===== config.mk =====
export PLATFORM = sky130hd
export DESIGN_NAME = backplane_master
export DESIGN_NICKNAME = d
export VERILOG_FILES = /design/src/shared/backplane_pkg.sv /design/src/verilog/backplane_master.sv
export SDC_FILE = /design/constraint.sdc
export NUM_CORES = 1
export LEC_CHECK = 0
export CORE_UTILIZATION = 40
export DETAILED_ROUTE_END_ITERATION = 10
export DONT_BUFFER_PORTS = 1
export PLACE_DENSITY = 0.56
export SYNTH_ARGS = -nofsm -noshare
export SYNTH_HDL_FRONTEND = slang
export SYNTH_SLANG_ARGS = --single-unit

===== constraint.sdc =====
create_clock -name clk -period 7.1 [get_ports clk]
set_clock_uncertainty 0.15 [all_clocks]
set_input_delay 1.775 -clock clk [delete_from_list [all_inputs] [get_ports clk]]
set_output_delay 1.775 -clock clk [all_outputs]
set_load 0.01 [all_outputs]

===== src/shared/backplane_pkg.sv =====
// shared types and timing constants for the backplane transfer master
// assumes a 20 MHz system clock; all bus lines are active low, open collector
package backplane_pkg;

   //***************************************************************
   // widths and timing
   //***************************************************************
   localparam int ADDR_W          = 22;
   localparam int DATA_W          = 16;
   localparam int RD_W            = 18;     // data plus the two parity lines
   localparam int IO_ADDR_BITS    = 13;     // low bits decoded inside the I/O page
   localparam int CLK_PERIOD_NS   = 50;
   localparam int ADDR_SETUP_NS   = 75;
   localparam int STROBE_DELAY_NS = 100;
   localparam int REPLY_DESKEW_NS = 200;
   localparam int DOUT_HOLD_NS    = 150;
   localparam int SYNC_AFTER_NS   = 175;
   localparam int RMW_GAP_NS      = 200;
   localparam int SYNC_IDLE_NS    = 300;
   localparam int TIMEOUT_NS      = 10000;
   // least times round up, the timeout (a longest time) rounds down
   localparam int ADDR_SETUP_CYC   = (ADDR_SETUP_NS + CLK_PERIOD_NS - 1) / CLK_PERIOD_NS;
   localparam int STROBE_DELAY_CYC = (STROBE_DELAY_NS + CLK_PERIOD_NS - 1) / CLK_PERIOD_NS;
   localparam int REPLY_DESKEW_CYC = (REPLY_DESKEW_NS + CLK_PERIOD_NS - 1) / CLK_PERIOD_NS;
   localparam int DOUT_HOLD_CYC    = (DOUT_HOLD_NS + CLK_PERIOD_NS - 1) / CLK_PERIOD_NS;
   localparam int SYNC_AFTER_CYC   = (SYNC_AFTER_NS + CLK_PERIOD_NS - 1) / CLK_PERIOD_NS;
   localparam int RMW_GAP_CYC      = (RMW_GAP_NS + CLK_PERIOD_NS - 1) / CLK_PERIOD_NS;
   localparam int SYNC_IDLE_CYC    = (SYNC_IDLE_NS + CLK_PERIOD_NS - 1) / CLK_PERIOD_NS;
   localparam int TIMEOUT_CYC      = TIMEOUT_NS / CLK_PERIOD_NS;
   localparam int CNT_W            = 4;
   localparam int TMO_W            = 8;
   localparam int WORDS_W          = 8;

   //***************************************************************
   // types
   //***************************************************************
   typedef enum logic [2:0] {
      WORD_READ, WORD_WRITE, BYTE_WRITE, RMW_WORD, RMW_BYTE, BLOCK_READ, BLOCK_WRITE
   } cycle_kind_t;

   typedef struct packed {
      cycle_kind_t             kind;
      logic [ADDR_W-1:0]       addr;
      logic                    ioPage;
      logic [WORDS_W-1:0]      words;   // block length, 0 and 1 both mean one word
   } cmd_t;

   // enables of the open-collector control drivers, high pulls the line low
   typedef struct packed {
      logic cycleFrame;
      logic readData;
      logic writeData;
      logic writeByte;
      logic ioPageSel;
   } ctrl_oe_t;

endpackage : backplane_pkg


===== src/verilog/backplane_master.sv =====
// transfer-cycle master for the asynchronous multiplexed backplane, with read fifo
// assumes one 20 MHz clock, synchronous reset, and a testbench that resolves the
// open-collector wires from the enables (line low while any enable is high)
`timescale 1ns/1ps
`default_nettype none

//***************************************************************
// synchronous fifo
//***************************************************************
module sync_fifo #(
   parameter int WIDTH = 18,
   parameter int DEPTH = 8
) (
   input  wire logic             clk,
   input  wire logic             srst,
   input  wire logic             inValid,
   output logic                  inReady,
   input  wire logic [WIDTH-1:0] inData,
   output logic                  outValid,
   input  wire logic             outReady,
   output logic      [WIDTH-1:0] outData
);
   localparam int PW = $clog2(DEPTH);
   logic [WIDTH-1:0] mem [DEPTH];
   logic [PW:0]      wrPtr_r;
   logic [PW:0]      rdPtr_r;

   // full when pointers differ only in the wrap bit
   assign inReady  = !((wrPtr_r[PW] != rdPtr_r[PW]) && (wrPtr_r[PW-1:0] == rdPtr_r[PW-1:0]));
   assign outValid = (wrPtr_r != rdPtr_r);
   assign outData  = mem[rdPtr_r[PW-1:0]];

   // write side
   always_ff @(posedge clk) begin
      if (srst) begin
         wrPtr_r <= '0;
      end else if (inValid && inReady) begin
         mem[wrPtr_r[PW-1:0]] <= inData;
         wrPtr_r              <= wrPtr_r + 1'b1;
      end
   end

   // read side
   always_ff @(posedge clk) begin
      if (srst) begin
         rdPtr_r <= '0;
      end else if (outValid && outReady) begin
         rdPtr_r <= rdPtr_r + 1'b1;
      end
   end
endmodule : sync_fifo

//***************************************************************
// bus master
//***************************************************************
module backplane_master
   import backplane_pkg::*;
#(
   parameter int FIFO_DEPTH = 8
) (
   input  wire logic              clk,
   input  wire logic              srst,
   input  wire logic              cmdValid,
   output logic                   cmdReady,
   input  wire cmd_t              cmd,
   input  wire logic              wrValid,
   output logic                   wrReady,
   input  wire logic [DATA_W-1:0] wrData,
   output logic                   rdValid,
   input  wire logic              rdReady,
   output logic      [RD_W-1:0]   rdData,
   output logic                   doneValid,
   output logic                   doneErr,
   output ctrl_oe_t               ctrlOe,
   input  wire logic              slaveReplyInN,
   input  wire logic [ADDR_W-1:0] dalInN,
   output logic      [ADDR_W-1:0] dalOutN,
   output logic                   dalOe
);
   typedef enum logic [3:0] {
      S_IDLE, S_ADDR, S_AHOLD, S_DATA, S_RD_WAIT, S_RD_DESKEW, S_RD_END,
      S_WR_SETUP, S_WR_WAIT, S_WR_HOLD, S_WR_END, S_GAP, S_ABORT, S_RECOVER
   } state_t;

   state_t              state_r, state_nxt;
   logic [CNT_W-1:0]    cnt_r, cnt_nxt;
   logic [TMO_W-1:0]    tmo_r;
   cmd_t                cmd_r;
   logic                rmwOut_r;
   logic [DATA_W-1:0]   wdat_r;
   logic                replyMeta_r, replySync_r;
   logic [ADDR_W-1:0]   dalMeta_r, dalSync_r;
   logic                replyAct, readPhase, writeKind, byteOut, moreWords, tmoHit;
   logic                fifoInReady, push;
   ctrl_oe_t            ctrlOe_r;
   logic [ADDR_W-1:0]   dalOutN_r;
   logic                dalOe_r, doneValid_r, doneErr_r;

   //***************************************************************
   // pin synchronisers
   //***************************************************************
   // second flop only is read by logic
   always_ff @(posedge clk) begin
      if (srst) begin
         replyMeta_r <= 1'b1;
         replySync_r <= 1'b1;
         dalMeta_r   <= '1;
         dalSync_r   <= '1;
      end else begin
         replyMeta_r <= slaveReplyInN;
         replySync_r <= replyMeta_r;
         dalMeta_r   <= dalInN;
         dalSync_r   <= dalMeta_r;
      end
   end
   assign replyAct = !replySync_r;

   // cycle decode of the latched command
   assign writeKind = (cmd_r.kind == WORD_WRITE) || (cmd_r.kind == BYTE_WRITE)
                   || (cmd_r.kind == BLOCK_WRITE);
   assign readPhase = !writeKind && !rmwOut_r;
   assign byteOut   = (cmd_r.kind == BYTE_WRITE) || (cmd_r.kind == RMW_BYTE);
   assign moreWords = ((cmd_r.kind == BLOCK_READ) || (cmd_r.kind == BLOCK_WRITE))
                   && (cmd_r.words > 8'h01);
   assign tmoHit    = (tmo_r == TMO_W'(TIMEOUT_CYC));
   assign push      = (state_r == S_RD_DESKEW) && (cnt_r == 4'h1);
   assign cmdReady  = (state_r == S_IDLE);
   assign wrReady   = (state_r == S_DATA) && !readPhase;

   //***************************************************************
   // sequencer
   //***************************************************************
   // next state and interval count
   always_comb begin
      state_nxt = state_r;
      cnt_nxt   = (cnt_r != '0) ? cnt_r - 1'b1 : cnt_r;
      unique case (state_r)
         S_IDLE: if (cmdValid) begin
            state_nxt = S_ADDR;
            cnt_nxt   = CNT_W'(ADDR_SETUP_CYC);
         end
         // address lines take the latched command one edge after the take, so count to zero
         S_ADDR: if (cnt_r == 4'h0) begin
            state_nxt = S_AHOLD;
            cnt_nxt   = CNT_W'(STROBE_DELAY_CYC);
         end
         S_AHOLD, S_GAP: if (cnt_r <= 4'h1) state_nxt = S_DATA;
         S_DATA: begin
            if (readPhase && fifoInReady) begin
               state_nxt = S_RD_WAIT;          // stalls while the fifo is full
            end else if (!readPhase && wrValid) begin
               state_nxt = S_WR_SETUP;
               cnt_nxt   = CNT_W'(STROBE_DELAY_CYC);
            end
         end
         S_RD_WAIT: begin
            if (replyAct) begin
               state_nxt = S_RD_DESKEW;
               cnt_nxt   = CNT_W'(REPLY_DESKEW_CYC);
            end else if (tmoHit) begin
               state_nxt = S_ABORT;
            end
         end
         S_RD_DESKEW: if (cnt_r == 4'h1) state_nxt = S_RD_END;
         S_RD_END: begin
            if (!replyAct) begin
               cnt_nxt = CNT_W'(RMW_GAP_CYC);
               if ((cmd_r.kind == RMW_WORD) || (cmd_r.kind == RMW_BYTE) || moreWords) begin
                  state_nxt = S_GAP;
               end else begin
                  state_nxt = S_RECOVER;
                  cnt_nxt   = CNT_W'(SYNC_IDLE_CYC);
               end
            end else if (tmoHit) begin
               state_nxt = S_ABORT;
            end
         end
         // data lines take the write data register one edge after the take, so count to zero
         S_WR_SETUP: if (cnt_r == 4'h0) state_nxt = S_WR_WAIT;
         S_WR_WAIT: begin
            if (replyAct) begin
               state_nxt = S_WR_HOLD;
               cnt_nxt   = CNT_W'(DOUT_HOLD_CYC);
            end else if (tmoHit) begin
               state_nxt = S_ABORT;
            end
         end
         S_WR_HOLD: if (cnt_r == 4'h1) begin
            state_nxt = S_WR_END;
            cnt_nxt   = CNT_W'(SYNC_AFTER_CYC);
         end
         S_WR_END: begin
            if (!replyAct && (cnt_r <= 4'h1)) begin
               state_nxt = moreWords ? S_GAP : S_RECOVER;
               cnt_nxt   = moreWords ? CNT_W'(RMW_GAP_CYC) : CNT_W'(SYNC_IDLE_CYC);
            end else if (tmoHit) begin
               state_nxt = S_ABORT;
            end
         end
         S_ABORT: begin
            state_nxt = S_RECOVER;
            cnt_nxt   = CNT_W'(SYNC_IDLE_CYC);
         end
         S_RECOVER: if (cnt_r <= 4'h1) state_nxt = S_IDLE;
      endcase
   end

   // state and interval counter
   always_ff @(posedge clk) begin
      if (srst) begin
         state_r <= S_IDLE;
         cnt_r   <= '0;
      end else begin
         state_r <= state_nxt;
         cnt_r   <= cnt_nxt;
      end
   end

   // reply timeout, restarted whenever a wait for the slave begins
   always_ff @(posedge clk) begin
      if (srst || (state_nxt != state_r)) begin
         tmo_r <= '0;
      end else if ((state_r == S_RD_WAIT) || (state_r == S_RD_END)
                || (state_r == S_WR_WAIT) || (state_r == S_WR_END)) begin
         tmo_r <= tmo_r + 1'b1;
      end
   end

   // command latch, block word count and read-modify-write phase
   always_ff @(posedge clk) begin
      if (srst) begin
         cmd_r    <= '0;
         rmwOut_r <= 1'b0;
      end else if (state_r == S_IDLE && cmdValid) begin
         cmd_r    <= cmd;
         rmwOut_r <= 1'b0;
      end else if (state_nxt == S_GAP && state_r != S_GAP) begin
         if (moreWords) cmd_r.words <= cmd_r.words - 1'b1;
         else rmwOut_r <= 1'b1;                // output half follows, frame kept
      end
   end

   // write data capture
   always_ff @(posedge clk) begin
      if (srst) wdat_r <= '0;
      else if (wrValid && wrReady) wdat_r <= wrData;
   end

   //***************************************************************
   // bus drivers, registered from the next state
   //***************************************************************
   always_ff @(posedge clk) begin
      if (srst) begin
         ctrlOe_r  <= '0;
         dalOe_r   <= 1'b0;
         dalOutN_r <= '1;
      end else begin
         ctrlOe_r.cycleFrame <= !(state_nxt inside {S_IDLE, S_ADDR, S_ABORT, S_RECOVER});
         ctrlOe_r.readData   <= (state_nxt == S_RD_WAIT) || (state_nxt == S_RD_DESKEW);
         ctrlOe_r.writeData  <= (state_nxt == S_WR_WAIT) || (state_nxt == S_WR_HOLD);
         ctrlOe_r.ioPageSel  <= (state_nxt == S_ADDR || state_nxt == S_AHOLD)
                             && cmd_r.ioPage;
         ctrlOe_r.writeByte  <= ((state_nxt == S_ADDR || state_nxt == S_AHOLD) && writeKind)
                             || ((state_nxt inside {S_WR_SETUP, S_WR_WAIT, S_WR_HOLD, S_WR_END})
                                 && byteOut);
         // address on all 22 lines, data on the low 16 only, inverted for low-true
         if (state_nxt == S_ADDR || state_nxt == S_AHOLD) begin
            dalOe_r   <= 1'b1;
            dalOutN_r <= ~cmd_r.addr;
         end else if (state_nxt inside {S_WR_SETUP, S_WR_WAIT, S_WR_HOLD, S_WR_END}) begin
            dalOe_r   <= 1'b1;
            dalOutN_r <= {6'h3F, ~wdat_r};
         end else begin
            dalOe_r   <= 1'b0;
            dalOutN_r <= '1;
         end
      end
   end
   assign ctrlOe  = ctrlOe_r;
   assign dalOe   = dalOe_r;
   assign dalOutN = dalOutN_r;

   // completion pulse, error on timeout
   always_ff @(posedge clk) begin
      if (srst) begin
         doneValid_r <= 1'b0;
         doneErr_r   <= 1'b0;
      end else begin
         doneValid_r <= (state_nxt == S_RECOVER) && (state_r != S_RECOVER);
         doneErr_r   <= (state_r == S_ABORT);
      end
   end
   assign doneValid = doneValid_r;
   assign doneErr   = doneErr_r;

   //***************************************************************
   // read data fifo, parity lines kept with the word
   //***************************************************************
   sync_fifo #(.WIDTH(RD_W), .DEPTH(FIFO_DEPTH)) readFifo (
      .clk      (clk),
      .srst     (srst),
      .inValid  (push),
      .inReady  (fifoInReady),
      .inData   (~dalSync_r[RD_W-1:0]),
      .outValid (rdValid),
      .outReady (rdReady),
      .outData  (rdData)
   );
endmodule : backplane_master

`default_nettype wire

==> results.cfg, run 1 <==
[status]
status = finished, final reports clean

[floorplan]
ios = 129
start_util_pct = 41.1
die_w_um = 172
dieHeight_um = 172
dieArea_sq_mm = 0.0296
rows = 61
core_area_sq_mm = 0.0281

[critical_path]
worstPathArrival_ns = 2.38
critPathLaunchType = flop
worstPathMaxFanout = 36
cp_data_required_time_ns = 5.18
worst_setup_path_end_kind = output port
ff2ff_path_depth = 8
max_stage_delay_ns = 0.60
path_class = reg -> out
path_cells = buf_4 -> mux4_2 -> mux2_2
slowest_stage = mux4_2

[timing]
fmax_mhz = 232
fin_ws_ns = 2.79
hold_viol_final = 0
rsz0062_at_grt = no
worst_slew_pin_slew_ns = 1.11
slew_viol_final = 0
slew_headroom_pct = 25.2
setup-tns-final_ns = 0
min_period_ns = 4.31
min_period_over_period_pct = 60.7
finalSetupViolCount = 0
hold_slack_ns = 0.227

[logic_synthesis]
yosys_warnings = 0
ys_ff_latch = 290
synth_cell_types = 73
synth_edf_count = 144
synth_area_sq_mm = 0.0115
synth_fp_nets = 1006
synthArstFlopShare_pct = 0
synthesis.instances = 918
synth_seq_area_share_pct = 62.7
ys.flop_type = dfxtp_1
synth_area_per_cell_sq_um = 12.6

[final_layout]
layout.nets = 1000
nFillCells = 2621
drive_above_1_share_pct = 20.0
multi_input_comb_area_sq_mm = 0.00392
regArea_sq_mm = 0.00725
synthToLayoutAreaGrowth_pct = 12.0

[routing]
wl_per_cell_um = 18.5
routed_via_density = 5.16
ant_nets = 0
drtIter0Drc = 417
drc = 0
via_count = 6782
wl_um = 24300
drt_first_pass_iters = 5

[global_route]
grt_pass1_vias = 6832
grt_overflow = 0
grt_use_total_pct = 16.6
antenna_found_initial = 3
grt_pass1_wl_um = 38100
grt_max_degree = 111

[pwr]
p_leak_nw = 4.45
peakVddDrop_v = 0.000243
power_density_mw_per_mm2 = 348

[clocking]
clk_pin_slew_ns = 0.06
holdBufCountCts = 0
clockBufferDepth = 3
post_cts_buffers = 0
cts_resized = 0
root_buffer = clkbuf_16
clk_latency_ns = 0.56
cts_buffers = 30
cts_max_level = 1
cts_sinks = 290
cts_tree = built

[place]
pre_cts_ws_ns = 2.55
gp_congestion = 0.834
post-dp-hpwl_um = 14800
portBuffers = 0

[hold_path]
min_delay_path_depth = 1
hold_path.class = reg -> reg

[run]
cap_violations = 0
[flip-flops by register name, summed over array words and instances, names as in the netlist, 5 cells and up, named ones only]
| register | count |
|---|---|
| cmd_r | 34 |
| ctrlOe | 5 |
| dalMeta_r | 18 |
| dalOutN | 22 |
| dalSync_r | 18 |
| readFifo.mem | 144 |
| tmo_r | 8 |
| wdat_r | 16 |
[worst max-delay path, delay by kind of cell (launching register included)]
family   cells  cell delay (ns)
mux          2             0.93
buf+inv      1             0.57
flops        1             0.31
[path summary, 6_finish.rpt]
kind / start / slack [ns] / endpoint
max: flop / 2.79 / rdData[15]
min: cmd_r[28] / 0.23 / dalOutN[19]
max reg2reg: state_r[2] / 3.22 / dalOutN[11]
min reg2reg: cmd_r[28] / 0.23 / dalOutN[19]
[final cells by class]
type,count,area share [%]
Antenna cell,2,0.0387
Clock buffer,37,6.48
Clock inverter,18,1.73
Inverter,30,0.871
Multi-Input combinational cell,545,30.3
Sequential cell,290,56.0
Tap cell,378,3.66
Timing Repair Buffer,15,0.871
[layer usage]
layer  track usage, %  up-vias  share of wire, %  wire length (um)
met5                0        -             0.041                10
met4             4.58        2               2.3               557
met3             4.44       42               6.6              1610
met2             28.5      174                49             11900
met1             20.6     3260                42             10300
li1                 -     3304                 -                 -
[where the power goes]
| part | switching, W | internal (W) | leakage, nW | total (W) |
|---|---|---|---|---|
| Combinational | 0.000574 | 0.000316 | 1.40 | 0.000890 |
| Sequential | 0.000121 | 0.00185 | 2.52 | 0.00198 |
| Clock | 0.000652 | 0.000988 | 0.532 | 0.00164 |
| Total | 0.00135 | 0.00316 | 4.45 | 0.00451 |
[per-stage QoR]
stage | utilization [%] | total power [W] | area [sq um] | std cells
floorplan | - | 0.00271 | 11500 | 918
global placement | 42.2 | 0.00290 | 11900 | 1258
detailed placement | 42.2 | 0.00290 | 11900 | 1258
CTS | 46.0 | 0.00456 | 12900 | 1313
global route | 46.0 | 0.00473 | 12900 | 1315
finish | 46.0 | 0.00451 | 12900 | 1315
[cell families after synthesis]
group,after synthesis,share of synthesized area (%)
adder cells (fa/ha/maj),10,1.08
AND/OR/NAND/NOR,302,12.8
buffers and inverters,83,3.46
flip-flops,290,62.7
AO/OA/AOI/OAI,145,8.45
XOR/XNOR,29,2.20
multiplexers,59,9.24
[cell usage after synthesis (3+ instances only)]
| library cell | count | share of area, % |
|---|---|---|
| nor2_1 | 49 | 1.6 |
| o41ai_1 | 3 | 0.23 |
| or4_1 | 3 | 0.19 |
| a31oi_1 | 3 | 0.16 |
| mux2_2 | 18 | 1.8 |
| dfxtp_1 | 146 | 25 |
| nand2b_1 | 6 | 0.33 |
| clkbuf_8 | 3 | 0.36 |
| nand3_1 | 8 | 0.35 |
| a21oi_1 | 65 | 2.8 |
| a221oi_1 | 4 | 0.30 |
| xor2_1 | 20 | 1.5 |
| nand2_1 | 124 | 4.0 |
| ha_1 | 10 | 1.1 |
| buf_1 | 4 | 0.13 |
| nand4_1 | 7 | 0.38 |
| edfxtp_1 | 144 | 37 |
| and2_1 | 5 | 0.27 |
| inv_1 | 28 | 0.91 |
| nor2b_1 | 3 | 0.16 |
| a211oi_1 | 9 | 0.58 |
| buf_2 | 5 | 0.22 |
| o211ai_1 | 5 | 0.33 |
| o21ai_0 | 13 | 0.56 |
| xnor2_1 | 9 | 0.68 |
| and3_1 | 3 | 0.16 |
| a22oi_1 | 16 | 1.0 |
| clkbuf_1 | 34 | 1.1 |
| buf_6 | 4 | 0.39 |
| nor3_1 | 20 | 0.87 |
| nor4_1 | 4 | 0.22 |
| mux2i_1 | 4 | 0.35 |
| nor3b_1 | 3 | 0.19 |
| o21bai_1 | 4 | 0.26 |
| or2_2 | 43 | 2.3 |
| nand3b_1 | 4 | 0.26 |
| mux4_2 | 36 | 7.0 |
[cell usage in the layout, fill, tap and decap left out, types with 9 or more instances in the layout]
master / instances
dfxtp_1: 145
edfxtp_1: 144
nand2_1: 124
a21oi_1: 65
nor2_1: 49
or2_2: 43
mux4_2: 36
clkbuf_16: 31
inv_1: 28
xor2_1: 20
mux2_2: 18
nor3_1: 17
a22oi_1: 16
buf_4: 15
o21ai_0: 13
ha_1: 10
clkinv_2: 10
xnor2_1: 9
a211oi_1: 9
Note: power is estimated with default switching activity, not from simulation.
==> run 2: changes to the inputs <==
- clock period: 7.1 -> 4.05 ns (I/O delays scaled with it)
==> results.cfg, run 2 (synthesis gave the netlist of run 1 again) <==
[status]
status = finished, final reports clean

[hold_path]
min_delay_path_depth = 1
min_to = dalOutN[16]
hold_path.class = reg -> reg
holdCritStartpoint = cmd_r[25]

[timing]
min_period_ns = 3.55
finalSetupViolCount = 0
hold_viol_final = 0
slew_viol_final = 0
hold_slack_ns = 0.227
rsz0062_at_grt = no
min_period_over_period_pct = 87.6
fmax_mhz = 282
slew_headroom_pct = 50.9
worst_slew_pin_slew_ns = 0.737
setup-tns-final_ns = 0

[critical_path]
max_stage_delay_ns = 0.69
timing.critical_path.buf_inv = 1
cp_data_required_time_ns = 2.89
cpLargestDelayFamily = multiplexers
path_cells = buf_12 -> mux4_2 -> mux2_2
reg2reg_from = cmd_r[2]
ff2ff_path_depth = 8
worstPathArrival_ns = 2.39
critPathLaunchType = flop
path_class = reg -> out
slowest_stage = dfxtp_2
reg2reg_slack_ns = 0.61
worst_setup_path_end_kind = output port
r2r-end = dalOe
worstPathMaxFanout = 22

[floorplan]
die_w_um = 172
core_area_sq_mm = 0.0281
rows = 61
dieHeight_um = 172
dieArea_sq_mm = 0.0296
ios = 129
start_util_pct = 41.1

[routing]
drtIter0Drc = 400
wl_per_cell_um = 18.6
ant_nets = 0
drt_first_pass_iters = 5
via_count = 6900
drc = 0
routed_via_density = 5.22
wl_um = 24500

[clocking]
cts_buffers = 30
clk_pin_slew_ns = 0.06
clockBufferDepth = 3
holdBufCountCts = 0
post_cts_buffers = 0
cts_sinks = 290
root_buffer = clkbuf_16
cts_tree = built
cts_resized = 0
cts_max_level = 1
clk_latency_ns = 0.55

[final_layout]
largest_register_ffs = 144
final_common_cell = dfxtp_1
layout_common_cells = 145 x dfxtp_1, 144 x edfxtp_1, 124 x nand2_1, 65 x a21oi_1, 49 x nor2_1
synthToLayoutAreaGrowth_pct = 11.5
layout.nets = 1009
nFillCells = 2678
drive_above_1_share_pct = 19.7
final_util_pct = 45.9

[place]
portBuffers = 0
post-dp-hpwl_um = 15300
gp_congestion = 0.875

[pwr]
peakVddDrop_v = 0.000356
power_density_mw_per_mm2 = 595
p_leak_nw = 4.43

[global_route]
grt_max_degree = 111
grt_pass1_wl_um = 38100
grt_pass1_vias = 6894
grt_use_total_pct = 16.6
antenna_found_initial = 2
grt_overflow = 0

[run]
cap_violations = 0
-- run 2: worst reg2reg max path, cell delays in order (launching register included) --
cell	delay [ns]
dfxtp_1	0.34
or4_4	0.56
o311a_4	0.41
o31a_1	0.38
o21ai_0	0.55
or2_2	0.30
a2111oi_4	0.05
buf_4	0.26
or2_2	0.34
-- run 2: through the flow --
step           power (W)  setup slack (ns)  instances  instance area [sq um]
2_1_floorplan    0.00475            0.0140        918                  11500
3_3_place_gp     0.00516             0.669       1267                  11900
3_5_place_dp     0.00515             0.624       1267                  11900
4_1_cts          0.00774             0.410       1320                  12900
5_1_grt          0.00806             0.336       1321                  12900
6_report         0.00766             0.500       1321                  12900
-- run 2: power by group --
part	total [W]	switching, W	leakage, nW	internal (W)
clock network	0.00257	0.00107	0.458	0.00150
logic	0.00168	0.00107	1.45	0.000603
registers	0.00342	0.000165	2.52	0.00325
-- run 2: how the worst max path moves through the flow --
stage	start	end	slack, ns	depth (start not counted)
after global routing	flop	rdData[9]	0.34	3
after CTS	flop	rdData[9]	0.41	3
final	flop	rdData[10]	0.50	3
after floorplan	cnt_r[1]	readFifo.mem[1][0]	0.01	7
after global placement	cmd_r[2]	dalOe	0.67	8
after detailed placement	cmd_r[2]	dalOe	0.62	8
-- run 2: metal layers --
metal,wire (um),up-vias,track usage [%]
met3,1650,34,4.14
met1,10900,3366,21.9
met4,415,2,3.85
met5,10,-,0
li1,-,3321,-
met2,11600,177,27.6
-- run 2: cell type report --
cell class / instances / area, sq um / area share [%]
clock buffers: 51 / 897 / 6.97
inverters: 30 / 113 / 0.874
multi-input cells: 545 / 3920 / 30.4
repair buffers: 24 / 193 / 1.50
well taps: 378 / 473 / 3.67
clock inverters: 2 / 35.0 / 0.272
diodes: 1 / 2.50 / 0.0194
flip-flops and latches: 290 / 7250 / 56.3
